<file path="src/verilog/ccsc_pkg.sv">
// Package with register map, field layout, reset values and encodings for clock source config.
package ccsc_pkg;

    // Register offsets on the control port.
    localparam logic [7:0] CCSC_RATE_OFS     = 8'h33;
    localparam logic [7:0] CCSC_SRC_OFS      = 8'h34;

    // Reset values.
    localparam logic [7:0] CCSC_RATE_RESET   = 8'h00;
    localparam logic [7:0] CCSC_SRC_RESET    = 8'h40;

    // Secondary rate register fields.
    localparam int         CCSC_RATE_CODE_HI = 7;
    localparam int         CCSC_RATE_CODE_LO = 2;
    localparam int         CCSC_RATE_TOL_BIT = 1;
    localparam logic [5:0] CCSC_RATE_AUTO    = 6'h00;
    localparam logic [5:0] CCSC_RATE_MAX     = 6'h28;

    // Source and loop register fields.
    localparam int         CCSC_LOOP_OFF_BIT = 7;
    localparam int         CCSC_FRAC_BIT     = 6;
    localparam int         CCSC_SEL_HI       = 3;
    localparam int         CCSC_SEL_LO       = 1;
    localparam int         CCSC_EDGE_BIT     = 0;

    // Tolerance settings in percent.
    localparam logic [2:0] CCSC_TOL_NARROW   = 3'h1;
    localparam logic [2:0] CCSC_TOL_WIDE     = 3'h5;

    // Input clock source encodings.
    typedef enum logic [2:0] {
        CCSC_SRC_P_BCLK  = 3'h0,
        CCSC_SRC_P_FSYNC = 3'h1,
        CCSC_SRC_S_BCLK  = 3'h2,
        CCSC_SRC_S_FSYNC = 3'h3,
        CCSC_SRC_FIXED   = 3'h4,
        CCSC_SRC_OSC     = 3'h5
    } ccsc_src_t;

endpackage

</file>
<file path="src/verilog/ccsc_rate_if.sv">
// Interface carrying the decoded secondary rate selection between modules.
interface ccsc_rate_if;
    logic [5:0]  code;
    logic        tol_wide;
    logic        auto_mode;
    logic [19:0] typ_hz;
    logic [19:0] lo_hz;
    logic [19:0] hi_hz;
    logic [2:0]  tol_pct;

    modport regs (output code, output tol_wide, input auto_mode, input typ_hz,
                  input lo_hz, input hi_hz, input tol_pct);
    modport dec  (input code, input tol_wide, output auto_mode, output typ_hz,
                  output lo_hz, output hi_hz, output tol_pct);
endinterface

</file>
<file path="src/verilog/ccsc_rate_table.sv">
// Rate code lookup giving typical rate and acceptance range for the secondary port.
module ccsc_rate_table
    import ccsc_pkg::*;
(
    ccsc_rate_if.dec rate
);

    // Table of typical, low and high rates in Hz for each defined code.
    function automatic logic [59:0] ccsc_lookup(input logic [5:0] c);
        case (c)
            6'h01:   ccsc_lookup = {20'd768000, 20'd670320, 20'd791040};
            6'h02:   ccsc_lookup = {20'd614400, 20'd536256, 20'd632832};
            6'h03:   ccsc_lookup = {20'd512000, 20'd446880, 20'd527360};
            6'h04:   ccsc_lookup = {20'd438857, 20'd383040, 20'd452022};
            6'h05:   ccsc_lookup = {20'd384000, 20'd335160, 20'd395520};
            6'h06:   ccsc_lookup = {20'd341333, 20'd297920, 20'd351573};
            6'h07:   ccsc_lookup = {20'd307200, 20'd268128, 20'd316416};
            6'h08:   ccsc_lookup = {20'd256000, 20'd223440, 20'd263680};
            6'h09:   ccsc_lookup = {20'd219429, 20'd191520, 20'd226011};
            6'h0a:   ccsc_lookup = {20'd192000, 20'd167580, 20'd197760};
            6'h0b:   ccsc_lookup = {20'd170667, 20'd148960, 20'd175786};
            6'h0c:   ccsc_lookup = {20'd153600, 20'd134064, 20'd158208};
            6'h0d:   ccsc_lookup = {20'd128000, 20'd111720, 20'd131840};
            6'h0e:   ccsc_lookup = {20'd109714, 20'd95760, 20'd113005};
            6'h0f:   ccsc_lookup = {20'd96000, 20'd83790, 20'd98880};
            6'h10:   ccsc_lookup = {20'd85333, 20'd74480, 20'd87893};
            6'h11:   ccsc_lookup = {20'd76800, 20'd67032, 20'd79104};
            6'h12:   ccsc_lookup = {20'd64000, 20'd55860, 20'd65920};
            6'h13:   ccsc_lookup = {20'd54857, 20'd47880, 20'd56502};
            6'h14:   ccsc_lookup = {20'd48000, 20'd41895, 20'd49440};
            6'h15:   ccsc_lookup = {20'd42667, 20'd37240, 20'd43946};
            6'h16:   ccsc_lookup = {20'd38400, 20'd33516, 20'd39552};
            6'h17:   ccsc_lookup = {20'd32000, 20'd27930, 20'd32960};
            6'h18:   ccsc_lookup = {20'd27429, 20'd23940, 20'd28251};
            6'h19:   ccsc_lookup = {20'd24000, 20'd20947, 20'd24720};
            6'h1a:   ccsc_lookup = {20'd21333, 20'd18620, 20'd21973};
            6'h1b:   ccsc_lookup = {20'd19200, 20'd16758, 20'd19776};
            6'h1c:   ccsc_lookup = {20'd16000, 20'd13965, 20'd16480};
            6'h1d:   ccsc_lookup = {20'd13714, 20'd11970, 20'd14125};
            6'h1e:   ccsc_lookup = {20'd12000, 20'd10473, 20'd12360};
            6'h1f:   ccsc_lookup = {20'd10667, 20'd9310, 20'd10986};
            6'h20:   ccsc_lookup = {20'd9600, 20'd8379, 20'd9888};
            6'h21:   ccsc_lookup = {20'd8000, 20'd6982, 20'd8240};
            6'h22:   ccsc_lookup = {20'd6857, 20'd5985, 20'd7062};
            6'h23:   ccsc_lookup = {20'd6000, 20'd5236, 20'd6180};
            6'h24:   ccsc_lookup = {20'd5333, 20'd4655, 20'd5493};
            6'h25:   ccsc_lookup = {20'd4800, 20'd4189, 20'd4944};
            6'h26:   ccsc_lookup = {20'd4000, 20'd3491, 20'd4120};
            6'h27:   ccsc_lookup = {20'd3429, 20'd2992, 20'd3531};
            6'h28:   ccsc_lookup = {20'd3000, 20'd2618, 20'd3090};
            default: ccsc_lookup = 60'h0;
        endcase
    endfunction

    // Auto code reports zero rates; the detector then owns the figure.
    always_comb
    begin
        {rate.typ_hz, rate.lo_hz, rate.hi_hz} = ccsc_lookup(rate.code);
        rate.auto_mode = (rate.code == CCSC_RATE_AUTO);
        rate.tol_pct   = rate.tol_wide ? CCSC_TOL_WIDE : CCSC_TOL_NARROW;
    end

endmodule

</file>
<file path="src/verilog/ccsc_top.sv">
// Clock source and secondary rate configuration registers with decoded controls.
// Operation
// - Bits 7:2 of the rate register hold the secondary rate code, zero meaning auto detect.
// - Codes 1 to 40 pick one fixed rate and range from 768000 Hz down to 3000 Hz; 41-63 reserved.
// - The tolerance bit picks 1% auto-detect tolerance when clear and 5% when set.
// - Reserved bits read as zero and software writes them only as zero.
// - Loop-off bit clear runs the loop always in custom mode or on demand in auto; set stops it.
// - Bit 6, reset one, permits fractional loop operation; clear restricts to integer mode.
// - Bits 3:1 choose the input clock among six sources, with codes 6 and 7 reserved.
// - The fixed external clock source is used only when the device is in controller mode.
// - Bit 0 of the source register picks rising (0) or falling (1) edge for ratio detection.
// - A custom-clock bit picks automatic configuration when clear and manual when set.
// - A port bit puts the first port in target mode when clear and controller mode when set.
//
// Both registers sit on a plain write-strobe port with registered read data. Decoded outputs
// follow defined codes only, while the raw registers read back what was written, apart from
// the reserved bits, which are cleared on the way in. The clock enable freezes every flop,
// readback included, so a stalled bus never sees its data move.
module ccsc_top
    import ccsc_pkg::*;
(
    input  wire logic        clk,
    input  wire logic        reset_n,
    input  wire logic        clk_en,
    input  wire logic        reg_wr,
    input  wire logic [7:0]  reg_addr,
    input  wire logic [7:0]  reg_wdata,
    output logic      [7:0]  reg_rdata,
    input  wire logic        custom_clock_enable,
    input  wire logic        first_port_controller_select,
    input  wire logic        loop_demand,
    output logic      [5:0]  second_port_rate_code,
    output logic             second_port_rate_tolerance,
    output logic             second_port_rate_auto,
    output logic      [19:0] second_port_rate_typ_hz,
    output logic      [19:0] second_port_rate_lo_hz,
    output logic      [19:0] second_port_rate_hi_hz,
    output logic      [2:0]  second_port_tol_pct,
    output logic             loop_off,
    output logic             fractional_loop_permit,
    output logic      [2:0]  input_clock_select,
    output logic      [2:0]  active_clock_source,
    output logic             ratio_edge_falling,
    output logic             loop_run
);

    // Software-visible register contents.
    logic [7:0] rate_reg_q;
    logic [7:0] rate_reg_d;
    logic [7:0] src_reg_q;
    logic [7:0] src_reg_d;
    // Last valid selections, kept apart so a reserved code never reaches the clock path.
    logic [5:0] rate_valid_q;
    logic [5:0] rate_valid_d;
    logic [2:0] src_valid_q;
    logic [2:0] src_valid_d;
    // Registered data outputs.
    logic [7:0] rdata_q;
    logic [7:0] rdata_d;
    logic       run_q;
    logic       run_d;
    logic [2:0] active_q;
    logic [2:0] active_d;

    // Decoded rate selection shared with the table lookup. The table sees only the last
    // valid code, so a reserved write leaves the reported rate and its range untouched.
    ccsc_rate_if rate_bus ();

    // Mask that clears reserved bits so they always read back as zero.
    function automatic logic [7:0] ccsc_mask(input logic [7:0] a, input logic [7:0] v);
        if (a == CCSC_RATE_OFS)
            ccsc_mask = v & 8'hfe;
        else
            ccsc_mask = v & 8'hcf;
    endfunction

    // A source code is defined only up to the internal oscillator; codes 6 and 7 lie
    // outside the encoding and are refused.
    function automatic logic ccsc_src_ok(input logic [2:0] s);
        ccsc_src_ok = (s <= CCSC_SRC_OSC);
    endfunction

    // Write hits, decoded once so that every group below agrees on what was written.
    // Any other offset is ignored, so stray writes cannot disturb the clock setup.
    logic rate_hit;
    logic src_hit;
    assign rate_hit = reg_wr && (reg_addr == CCSC_RATE_OFS);
    assign src_hit  = reg_wr && (reg_addr == CCSC_SRC_OFS);

    // Software-visible contents; reserved bits are cleared on the way in.
    always_comb
    begin
        rate_reg_d = rate_reg_q;
        src_reg_d  = src_reg_q;
        if (rate_hit)
            rate_reg_d = ccsc_mask(CCSC_RATE_OFS, reg_wdata);
        if (src_hit)
            src_reg_d = ccsc_mask(CCSC_SRC_OFS, reg_wdata);
    end

    // Register group; writes are taken only on enabled edges.
    always_ff @(posedge clk or negedge reset_n)
    begin
        if (!reset_n)
        begin
            rate_reg_q <= CCSC_RATE_RESET;
            src_reg_q  <= CCSC_SRC_RESET;
        end
        else if (clk_en)
        begin
            rate_reg_q <= rate_reg_d;
            src_reg_q  <= src_reg_d;
        end
    end

    // Last valid selections. A reserved code stays in the raw register so that software
    // reads back what it wrote, but it never reaches the clock path.
    always_comb
    begin
        rate_valid_d = rate_valid_q;
        src_valid_d  = src_valid_q;
        if (rate_hit && reg_wdata[CCSC_RATE_CODE_HI:CCSC_RATE_CODE_LO] <= CCSC_RATE_MAX)
            rate_valid_d = reg_wdata[CCSC_RATE_CODE_HI:CCSC_RATE_CODE_LO];
        if (src_hit && ccsc_src_ok(reg_wdata[CCSC_SEL_HI:CCSC_SEL_LO]))
            src_valid_d = reg_wdata[CCSC_SEL_HI:CCSC_SEL_LO];
    end

    // Valid-selection group; reset puts auto rate detection and the primary bit clock
    // in force. Keeping these apart costs nine flops but keeps readback faithful.
    always_ff @(posedge clk or negedge reset_n)
    begin
        if (!reset_n)
        begin
            rate_valid_q <= CCSC_RATE_AUTO;
            src_valid_q  <= CCSC_SRC_P_BCLK;
        end
        else if (clk_en)
        begin
            rate_valid_q <= rate_valid_d;
            src_valid_q  <= src_valid_d;
        end
    end

    // Readback multiplexer; unmapped offsets read as zero rather than echoing a register,
    // so software can tell a wrong offset from a live one.
    always_comb
    begin
        case (reg_addr)
            CCSC_RATE_OFS: rdata_d = rate_reg_q;
            CCSC_SRC_OFS:  rdata_d = src_reg_q;
            default:       rdata_d = 8'h00;
        endcase
    end

    // Readback register; data lags the address by one enabled edge, which keeps the
    // multiplexer out of the output timing path.
    always_ff @(posedge clk or negedge reset_n)
    begin
        if (!reset_n)
            rdata_q <= 8'h00;
        else if (clk_en)
            rdata_q <= rdata_d;
    end

    // Effective source and loop state. The fixed clock falls back to the primary bit clock
    // outside controller mode, since without a controller there is no ratio set up for it.
    // The loop demand level comes from logic on this same clock, so it needs no
    // synchroniser; it only matters in automatic configuration.
    always_comb
    begin
        active_d = src_valid_q;
        if (src_valid_q == CCSC_SRC_FIXED && !first_port_controller_select)
            active_d = CCSC_SRC_P_BCLK;
        if (src_reg_q[CCSC_LOOP_OFF_BIT])
            run_d = 1'b0;
        else if (custom_clock_enable)
            run_d = 1'b1;
        else
            run_d = loop_demand;
    end

    // Loop and source output group; both lag the selection by one enabled edge, which a
    // user must allow for before switching clocks downstream.
    always_ff @(posedge clk or negedge reset_n)
    begin
        if (!reset_n)
        begin
            run_q    <= 1'b0;
            active_q <= CCSC_SRC_P_BCLK;
        end
        else if (clk_en)
        begin
            run_q    <= run_d;
            active_q <= active_d;
        end
    end

    // Rate decode uses only the last valid code.
    assign rate_bus.code     = rate_valid_q;
    assign rate_bus.tol_wide = rate_reg_q[CCSC_RATE_TOL_BIT];

    ccsc_rate_table u_rate_table (
        .rate (rate_bus.dec)
    );

    // Output mapping. Every output comes straight from a flop or from the table lookup
    // on a flopped code, so nothing here depends on the bus inputs of the same cycle.
    // The tolerance bit is reported raw, since it is meaningful even for reserved codes.
    assign reg_rdata                  = rdata_q;
    assign second_port_rate_code      = rate_valid_q;
    assign second_port_rate_tolerance = rate_reg_q[CCSC_RATE_TOL_BIT];
    assign second_port_rate_auto      = rate_bus.auto_mode;
    assign second_port_rate_typ_hz    = rate_bus.typ_hz;
    assign second_port_rate_lo_hz     = rate_bus.lo_hz;
    assign second_port_rate_hi_hz     = rate_bus.hi_hz;
    assign second_port_tol_pct        = rate_bus.tol_pct;
    assign loop_off                   = src_reg_q[CCSC_LOOP_OFF_BIT];
    assign fractional_loop_permit     = src_reg_q[CCSC_FRAC_BIT];
    assign input_clock_select         = src_valid_q;
    assign active_clock_source        = active_q;
    assign ratio_edge_falling         = src_reg_q[CCSC_EDGE_BIT];
    assign loop_run                   = run_q;

endmodule
</file>
<file path="config.mk">
export PLATFORM = sky130hd
export DESIGN_NAME = ccsc_top
export DESIGN_NICKNAME = d
export VERILOG_FILES = /design/src/verilog/ccsc_pkg.sv /design/src/verilog/ccsc_rate_if.sv /design/src/verilog/ccsc_rate_table.sv /design/src/verilog/ccsc_top.sv
export SDC_FILE = /design/constraint.sdc
export NUM_CORES = 1
export LEC_CHECK = 0
export BUFFER_PORTS_ARGS = -buffer_cell sky130_fd_sc_hd__buf_2
export CAP_MARGIN = 20
export CORE_ASPECT_RATIO = 1.4
export CORE_MARGIN = 4
export CORE_UTILIZATION = 40
export DETAILED_ROUTE_END_ITERATION = 7
export RECOVER_POWER = 100
export SLEW_MARGIN = 20
export SYNTH_ARGS = -nofsm -noshare
export SYNTH_HDL_FRONTEND = slang
export SYNTH_SLANG_ARGS = --single-unit
export TNS_END_PERCENT = 1
</file>
<file path="constraint.sdc">
create_clock -name clk -period 3.99 [get_ports clk]
set_input_delay 0.9975 -clock clk [delete_from_list [all_inputs] [get_ports clk]]
set_output_delay 0.9975 -clock clk [all_outputs]
set_load 0.05 [all_outputs]
</file>
# Yosys cells after proc, flatten, opt, wreduce, memory -nomap -nowiden

Memory sizes are Yosys's and may differ from the RTL's.
Index checks and enable logic that the tools add are counted.

Register bits after elaboration: 34
Bits in latches: 0
RAM bits: 0
Memory bits (read-only): 3840
Input port bits: 23
Word-level logic and storage cells: 29
Memories: 1

Add/sub/neg operators: 0
Multiply operators: 0
Divide/modulo/power cells: 0
$lt $le $gt $ge: 2
Equal/unequal tests: 3
Shift operators: 0
Multiplexer cells: 5
Bitwise operators: 0
Reduce and logical (&&, ||, !) cells: 11

Memory list:

| name             | depth | width | rd ports | clocked after Yosys merged registers in | write ports | line                  | source |
|---|---|---|---|---|---|---|---|
| (name not given) | 64    | 60    | 1        | 0                                       | 0           | ccsc_rate_table.sv:10 | `case (c)` |

Operator list:

| operator           | count |
|---|---|
| $eq 8x6->1 const B | 2 |
| $pmux 8 s2         | 1 |
| $reduce_and 2->1   | 4 |
| $le 6x6->1 const B | 1 |
| $logic_not 6->1    | 1 |
| $mux 3             | 2 |
| $logic_and 1x1->1  | 5 |
| $eq 3x3->1 const B | 1 |
| $le 3x3->1 const B | 1 |
| $mux 1             | 2 |
| $logic_not 1->1    | 1 |

# Logic depth before layout (Yosys ltp)

Gate-level depths: netlist (run 1).

Depth in word-level cells: 4
Mapped depth: 10
Mapped depth without buffers: 8

# Cells and area by module

From an unflattened synthesis (run 1), not the netlist that was laid out.

Cells, all modules: 582
Area, all modules: 4414.2 sq um

Modules (own cells, without submodules):

| module          | instances | cells each | area an instance (sq um) |
|---|---|---|---|
| ccsc_rate_table | 1         | 476        | 2965.3 |
| ccsc_top        | 1         | 106        | 1448.9 |

# Least setup slack after synthesis (run 1)

Ideal clock, no wire load.

Path kind: reg-to-output
From: register rate_valid_q[0] (netlist: second_port_rate_code[0])
To: output port second_port_rate_hi_hz[10]
Arrival time: 3.957 ns
Slack: -0.965 ns
Cell stages (with the launch flop): 9
Path buffers: 0
Cells stage by stage: dfrtp_1 -> inv_1 -> ha_1 -> inv_1 -> ha_1 -> inv_1 -> a21oi_1 -> nor2_1 -> o311ai_0

Cells in the longest elaborated chain, start to end: 1

Ends and longest elaborated chain:

| what                   | line            | source |
|---|---|---|
| from (decl)            | ccsc_top.sv:53  | `logic [5:0] rate_valid_q;` |
| from (signal assigned) | ccsc_top.sv:139 | `rate_valid_q <= rate_valid_d;` |
| $mem_v2 64x60          | n/a             |  |
| to (decl)              | ccsc_top.sv:37  | `output logic [19:0] second_port_rate_hi_hz,` |

Every way passes these cells.

# Final worst setup path (run 1)

From: register rate_valid_q[3] (netlist: second_port_rate_code[3])
To: output port second_port_rate_hi_hz[7]

Same word-level chain as after synthesis.

==> results.yml, run 1 <==
yosys:
  avgSynthCellArea_um2: 7.03
  synth_edf_count: 0
  synth_mux_area_frac: 0.0664
  synth_area_um2: 4300
  synth-seq-cells: 34
  yosys.area_share.adder: 0.0728
  synth_xor_area_frac: 0
  synth_compound_area_frac: 0.348
  yosys_warnings: 0
  ys.flop_type: "dfrtp_1"
  ys_types: 63
  synth_simple_gate_area_frac: 0.229
  ys_seq_area_frac: 0.198
  syn_nets: 659
  syn_inst: 611
  async_flop_share: 1.00
  synth_top_family_by_area: "compound AO/OA/AOI/OAI gates"
drt:
  routed.top_layer: "met4"
  vias_per_cell: 6.58
  drt_iter0_markers: 682
  dr.pass1.iters: 5
  wl_per_cell_um: 25.5
  wl_met1_um: 7720
  drc: 0
  met2_length_um: 10100
  wirelength_um: 21500
  routed-wl-met3_um: 1760
  ant_nets: 0
  vias: 5550
die:
  initial_core_util: 0.411
  die_w_um: 95.6
  die-area_um2: 12500
  core.rowCount: 44
  die_h_um: 131
  io_pins: 112
  coreArea_um2: 10500
hold_path:
  hold_end: "active_clock_source[0]"
  hold_path.class: "flop to flop"
  hold_depth: 1
  hp-start: "active_clock_source[0]"
cts:
  cts_root_buf: "clkbuf_16"
  cts_buffer_depth: 2
  numCtsBuffers: 5
  post_cts_buffers: 0
  cts.hold.buffers_added: 0
  cts_sinks: 34
  tritoncts: "done"
  post_cts_resized: 0
  htree_levels: 2
  worstSkewPairLatency_ns: 0.28
  cts.clk_slew.worst_paths_ns: 0.05
grt:
  grt_pass1_wl_um: 31500
  antenna_found_initial: 0
  track_usage: 0.338
  grt_max_degree: 89
  grt-ovfl-total: 0
  grt_pass1_vias: 5312
run_status:
  status: "complete, but fails checks"
  violations: "max-capacitance violations, max-slew violations"
sta:
  hold_violations: 0
  worst_slack_ns: 0.178
  layout_min_cycle_time_ns: 3.81
  setup_viol: 0
  finalSetupTns_ns: 0
  max_freq_ghz: 0.262
  rsz0062_at_grt: "false"
  clock_skew_ns: 0.00489
  tightest_slew_ns: 1.85
  period_share: 0.955
  slew_headroom: -0.236
  report.final.slew_viol_count: 35
finish:
  diodes: 0
  syn2layout_area_growth_pct: 18.5
  design_area_um2: 5090
  fin_nets: 752
  drive_gt1_frac: 0.169
  final_util: 0.487
setup_path:
  r2r-start: "second_port_rate_code[2]"
  worstRegToRegCells: 2
  timing.rr.end: "second_port_rate_code[2]"
  ff2ff_setup_slack_ns: 2.81
  cp_data_required_time_ns: 2.99
  crit_path_end_kind: "output port"
  startpoint_type: "flop"
  cp_max_fo: 29
  worst-setup-path-type: "flop to output port"
  cp.arrival_ns: 2.81
place:
  postPlaceCellArea_um2: 5050
  hpwlAfterDp_um: 16200
  dp_slack_ns: 0.589
  io_buffers: 109
  place_congestion: 1.03
job:
  drv_cap: 1
power:
  ir_worst_vdd_uv: 294
  leakagePower_nw: 2.22
  powerDensity_nw_per_um2: 214
-- per-layer routing --
layer	vias to the layer above	track usage
met5	-	0
met4	0	0.258
met3	103	0.0372
met2	405	0.557
met1	2608	0.397
li1	2434	-
-- final cells by class --
| cell class | count | area, um^2 |
|---|---|---|
| inverter | 19 | 71.3 |
| timing repair buffer | 149 | 772 |
| multi-input combinational | 495 | 3080 |
| clock inverter | 1 | 7.51 |
| fill | 1105 | 5370 |
| sequential | 34 | 858 |
| clock buffer | 7 | 133 |
| tap | 138 | 173 |
-- per-stage QoR --
| step | hold slack, ns | instances | total power (W) |
|---|---|---|---|
| CTS | 0.511 | 843 | 0.00110 |
| global placement | 0.486 | 835 | 0.000731 |
| global route | 0.530 | 843 | 0.00113 |
| finish | 0.510 | 843 | 0.00109 |
| floorplan | 0.465 | 611 | 0.000614 |
| detailed placement | 0.496 | 835 | 0.000731 |
-- flip-flops by register name, indices dropped and copies added, names as in the netlist --
register / flops
src_reg_q: 6
active_clock_source: 3
input_clock_select: 3
rate_reg_q: 7
reg_rdata: 8
second_port_rate_code: 6
loop_run: 1
-- cells in the mapped netlist (15+ instances only) --
master	count	area (um^2)
a21oi_1	63	315
buf_2	19	95.1
clkbuf_1	32	120
dfrtp_1	33	826
ha_1	25	313
inv_1	17	63.8
mux2_2	16	180
nand2_1	62	233
nand3_1	20	100
nor2_1	59	221
nor2b_1	16	100
nor3_1	15	75.1
o21ai_0	68	340
-- cells by family (layout without fill, tap and decap cells) --
group	Yosys count	after routing
adders and majority gates	25	25
DFF	34	34
AOI/OAI and AO/OA	235	235
muxes	24	24
and+or+nand+nor	209	209
other	2	2
buffers and inverters	82	176
-- power breakdown --
part | internal (W) | switching [W]
clock network | 0.000231 | 0.000134
logic | 0.0000872 | 0.000276
registers | 0.000353 | 0.00000852
total | 0.000671 | 0.000419
-- how the worst max path moves through the flow --
stage	from	end	slack [ns]	depth (start not counted)
CTS	second_port_rate_code[0]	second_port_rate_typ_hz[3]	0.28	7
global route	second_port_rate_code[1]	second_port_rate_hi_hz[14]	0.07	9
detailed placement	second_port_rate_code[1]	second_port_rate_hi_hz[14]	0.59	9
global placement	second_port_rate_code[0]	second_port_rate_typ_hz[3]	0.50	7
floorplan	second_port_rate_code[1]	second_port_rate_hi_hz[14]	-0.57	9
finish	second_port_rate_code[3]	second_port_rate_hi_hz[7]	0.18	6
-- critical path, stage by stage, from the launching register on --
cell       delay, ns
dfrtp_4         0.63
clkbuf_2        0.49
nor2_1          0.22
a211oi_1        0.51
nand3b_1        0.19
o2bb2ai_1       0.15
clkbuf_2        0.33
-- layout by cell type (no fill, tap or decap), types with 15 or more instances in the layout --
cell type / n
o21ai_0: 69
clkbuf_1: 67
a21oi_1: 63
nand2_1: 62
nor2_1: 59
buf_4: 37
dfrtp_1: 30
buf_2: 27
ha_1: 25
nand3_1: 20
clkbuf_2: 19
inv_1: 17
nor2b_1: 16
mux2_2: 16
nor3_1: 15
Note: power is estimated with default switching activity, not from simulation.
==> inputs of run 2 (changes only) <==
==> constraint.sdc (replaced) <==
create_clock -name clk -period 3.99 [get_ports clk]
set_input_delay 0.9975 -clock clk [delete_from_list [all_inputs] [get_ports clk]]
set_output_delay 0.9975 -clock clk [all_outputs]
set_load 0.01 [all_outputs]
==> run 2 against run 1 <==
  * The flow still finishes with violations (max-capacitance violations, max-slew violations)
  * Clock skew decreased by 0.0013 ns
  * Power up 1.4%
  * Combinational power fell by 33%
  * Clock power up 37%
  * Core utilization about the same
  * Critical path depth rose by 1
  * Final cell count shrank 0.47%
  * Flip-flop and latch count did not move
  * First-iteration DRC count is 39% higher
  * Critical path type unchanged
==> results.yml, run 2 (synthesized netlist as in run 1, its figures left out) <==
drt:
  vias_per_cell: 6.59
  drc: 0
  wl_per_cell_um: 24.4
  drt_iter0_markers: 947
  wirelength_um: 20500
  vias: 5532
  dr.pass1.iters: 6
  ant_nets: 0
die:
  initial_core_util: 0.411
  die_w_um: 95.6
  core.rowCount: 44
  io_pins: 112
  die_h_um: 131
  coreArea_um2: 10500
  die-area_um2: 12500
power:
  clkPwrFrac: 0.455
  p_int_w: 0.000794
  p_seq_frac: 0.326
  p_sw_w: 0.000311
  ir_worst_vdd_uv: 403
  leakagePower_nw: 2.21
  swShare: 0.282
  p_comb_frac: 0.219
  powerDensity_nw_per_um2: 217
setup_path:
  cp_data_required_time_ns: 2.99
  cp.arrival_ns: 2.82
  cp_max_fo: 22
  worst-setup-path-type: "flop to output port"
  crit_path_end_kind: "output port"
  startpoint_type: "flop"
  ff2ff_setup_slack_ns: 2.77
finish:
  seq_area_um2: 857
  final_common_cell: "clkbuf_1"
  drive_gt1_frac: 0.153
  largest_reg_flops: 8
  diodes: 0
  layout_common_cells: "clkbuf_1 (73), o21ai_0 (69), a21oi_1 (63)"
  design_area_um2: 5090
  multi_input_area_um2: 3070
  fin_nets: 748
  final_util: 0.487
  syn2layout_area_growth_pct: 18.6
  num-fill-cells: 1102
place:
  io_buffers: 109
  place_congestion: 1.05
  postPlaceCellArea_um2: 5030
  hpwlAfterDp_um: 15500
grt:
  grt_pass1_vias: 5258
  grt-ovfl-total: 0
  grt_max_degree: 110
  track_usage: 0.325
  antenna_found_initial: 0
  grt_pass1_wl_um: 30500
cts:
  cts.hold.buffers_added: 0
  worstSkewPairLatency_ns: 0.28
  cts.clk_slew.worst_paths_ns: 0.06
  post_cts_buffers: 0
  numCtsBuffers: 5
  tritoncts: "done"
  cts_buffer_depth: 2
  post_cts_resized: 0
  cts_sinks: 34
  htree_levels: 2
  cts_root_buf: "clkbuf_16"
sta:
  clock_skew_ns: 0.00364
  max_freq_ghz: 0.262
  finalSetupTns_ns: 0
  report.final.slew_viol_count: 35
  period_share: 0.958
  hold_slack_ns: 0.508
  slew_headroom: -0.196
  setup_viol: 0
  layout_min_cycle_time_ns: 3.82
  tightest_slew_ns: 1.79
  rsz0062_at_grt: "false"
  hold_violations: 0
run_status:
  status: "complete, but fails checks"
  violations: "max-capacitance violations, max-slew violations"
hold_path:
  hold_path.class: "flop to flop"
job:
  drv_cap: 1
run 2: cell types whose count changed in the layout (fill, tap and decap cells not counted), moves of 2 or more:
cell / change
buf_2: +17
clkbuf_1: +6
clkbuf_2: -18
buf_4: -12
and2_0: +2
bufinv_16: +2
and2_1: -2
run 2: critical path, stage by stage (launching register included):
cell and delay [ns]:
dfrtp_1 0.68, clkbuf_1 0.31, buf_4 0.22, nor2_1 0.14, clkbuf_1 0.46, o21ai_0 0.29, o221ai_1 0.26, clkbuf_1 0.18
run 2: final cells by class:
class,count,area share
clock buffers,5,0.0246
clock inverters,3,0.0135
inverters,19,0.0140
multi-input cells,495,0.603
flip-flops and latches,34,0.168
well taps,138,0.0339
repair buffers,145,0.143
run 2: power groups by stage:
| stage | Sequential (W) | Clock [W] | Combinational (W) |
|---|---|---|---|
| 6_report | 0.000360 | 0.000503 | 0.000242 |
| 5_1_grt | 0.000361 | 0.000525 | 0.000260 |
| 4_1_cts | 0.000360 | 0.000510 | 0.000246 |
| 3_5_place_dp | 0.000366 | 0 | 0.000246 |
| 3_3_place_gp | 0.000366 | 0 | 0.000248 |
| 2_1_floorplan | 0.000365 | 0 | 0.000139 |
run 2: final timing paths:
| check | start | end | depth (start not counted) |
|---|---|---|---|
| worst max register to register | second_port_rate_code[3] | second_port_rate_code[3] | 2 |
| worst min-delay path | loop_run | loop_run | 1 |
| max in group asynchronous | reset_n | second_port_rate_code[3] | 1 |
| worst min register to register | loop_run | loop_run | 1 |
| min in group asynchronous | reset_n | rate_reg_q[6] | 1 |
| worst max-delay path | second_port_rate_code[4] | second_port_rate_hi_hz[13] | 7 |
run 2: per-stage QoR:
| step | power [W] | worst slack, ns | std cells |
|---|---|---|---|
| final | 0.00111 | 0.170 | 839 |
| after global routing | 0.00115 | 0.0741 | 839 |
| after CTS | 0.00112 | 0.315 | 839 |
| after detailed placement | 0.000612 | 0.585 | 831 |
| after global placement | 0.000614 | 0.652 | 831 |
| after floorplan | 0.000504 | 0.602 | 611 |
run 2: layer usage:
metal  global-route usage  vias up  part of all wire  wire, um
met3               0.0395      120             0.087      1790
met5                    0        -                 0         0
li1                     -     2429                 -         -
met4                0.226        0             0.087      1780
met1                0.374     2540              0.35      7230
met2                0.552      443              0.47      9700
==> inputs of run 3 (changes only) <==
Settings changed: CTS_CLUSTER_SIZE set to 24, RECOVER_POWER 100 to not set.
Clock period 3.99 ns to 3.8 ns, I/O delays scaled along.
==> run 3 against run 2 <==
  * The flow now finishes without violations
  * First-iteration DRC count decreased by 11%
  * Worst setup slack better by 0.055 ns
  * Non-clock buffer count increased by 4
  * Worst hold slack improved by 0.0033 ns
  * Clock skew increased by 0.00094 ns
  * Core utilization rose by 1.1 points
==> results.yml, run 3 (synthesized netlist as in run 1, its figures left out) <==
finish:
  syn2layout_area_growth_pct: 21.2
  seq_area_um2: 858
  diodes: 0
  final_common_cell: "buf_2"
  final_util: 0.498
  multi_input_area_um2: 3080
  fin_nets: 752
  layout_common_cells: "buf_2 (109), o21ai_0 (68), a21oi_1 (63)"
  num-fill-cells: 1106
  drive_gt1_frac: 0.265
  largest_reg_flops: 8
die:
  initial_core_util: 0.411
  coreArea_um2: 10500
  die_w_um: 95.6
  die-area_um2: 12500
  die_h_um: 131
  io_pins: 112
  core.rowCount: 44
place:
  hpwlAfterDp_um: 16000
  place_congestion: 1.10
  io_buffers: 109
cts:
  cts_buffer_depth: 2
  post_cts_resized: 0
  cts.clk_slew.worst_paths_ns: 0.05
  post_cts_buffers: 0
  htree_levels: 2
  cts_root_buf: "clkbuf_16"
  worstSkewPairLatency_ns: 0.28
  numCtsBuffers: 5
  tritoncts: "done"
  cts_sinks: 34
  cts.hold.buffers_added: 0
setup_path:
  cp_max_fo: 17
  crit_slowest_cell: "clkinv_1"
  worst-setup-path-type: "flop to output port"
  cp.arrival_ns: 2.63
  max_stage_delay_ns: 0.48
  cp_top_family: "compound AO/OA/AOI/OAI gates"
  cp_data_required_time_ns: 2.85
  crit_chain: "clkinv_1, ha_1, o311a_1, a311oi_1, o22ai_1, buf_2"
  crit_path_end_kind: "output port"
  startpoint_type: "flop"
  crit_buf_inv: 2
sta:
  period_share: 0.941
  rsz0062_at_grt: "false"
  setup_viol: 0
  report.final.slew_viol_count: 0
  hold_violations: 0
  tightest_slew_ns: 0.755
  max_freq_ghz: 0.280
  finalSetupTns_ns: 0
  slew_headroom: 0.497
  layout_min_cycle_time_ns: 3.58
  clock_skew_ns: 0.00458
grt:
  grt-ovfl-total: 0
  grt_pass1_vias: 5292
  grt_max_degree: 110
  track_usage: 0.338
  grt_pass1_wl_um: 31500
  antenna_found_initial: 0
drt:
  drt_iter0_markers: 839
  vias: 5560
  vias_per_cell: 6.60
  ant_nets: 0
  drc: 0
  wl_per_cell_um: 25.1
  wirelength_um: 21100
  dr.pass1.iters: 6
power:
  ir_worst_vdd_uv: 345
  powerDensity_nw_per_um2: 203
  leakagePower_nw: 2.51
job:
  drv_cap: 0
run_status:
  status: "complete, no violations"
hold_path:
  hold_path.class: "flop to flop"
==> run 3: cell count changes in the layout (fill, tap and decap cells not counted), sizes merged <==
| cell | delta |
|---|---|
| clkbuf | -72 |
| buf | +78 |
| bufinv | -2 |
==> run 3: layout make-up <==
type | count | share of cell area
Timing Repair Buffer | 149 | 0.167
Multi-Input combinational cell | 495 | 0.593
Sequential cell | 34 | 0.165
Inverter | 19 | 0.0137
Tap cell | 138 | 0.0332
Clock inverter | 1 | 0.000962
Clock buffer | 7 | 0.0274
==> run 3: layer usage <==
layer  GRT usage  routed length [um]  vias to the layer above
met3      0.0384                1840                      101
met2       0.568               10200                      442
met1       0.392                7380                     2591
met4       0.245                1720                        0
li1            -                   -                     2426
met5           0                   0                        -
==> run 3: final timing paths <==
check,startpoint,endpoint,slack [ns],depth (start not counted)
min,src_reg_q[3],src_reg_q[3],0.51,1
max in group asynchronous,reset_n,second_port_rate_code[3],2.49,1
min in group asynchronous,reset_n,reg_rdata[3],0.74,1
min reg2reg,src_reg_q[3],src_reg_q[3],0.51,1
max reg2reg,second_port_rate_code[4],second_port_rate_code[4],2.53,2
max,second_port_rate_code[2],second_port_rate_typ_hz[13],0.22,6
==> run 3: power breakdown <==
part	leakage, nW	internal [W]	switching [W]
registers	0.461	0.000370	0.00000854
clock network	0.0739	0.000260	0.000149
logic	1.98	0.0000978	0.000171
==> run 3: through the flow <==
stage	cells	setup slack (ns)	hold WS, ns	cell area, um^2	power [W]
after floorplan	611	0.460	0.465	4300	0.000529
after global placement	835	0.666	0.488	5060	0.000649
after detailed placement	835	0.642	0.494	5060	0.000648
after CTS	843	0.328	0.508	5200	0.00106
after global routing	843	0.158	0.519	5200	0.00110
final	843	0.225	0.511	5200	0.00106
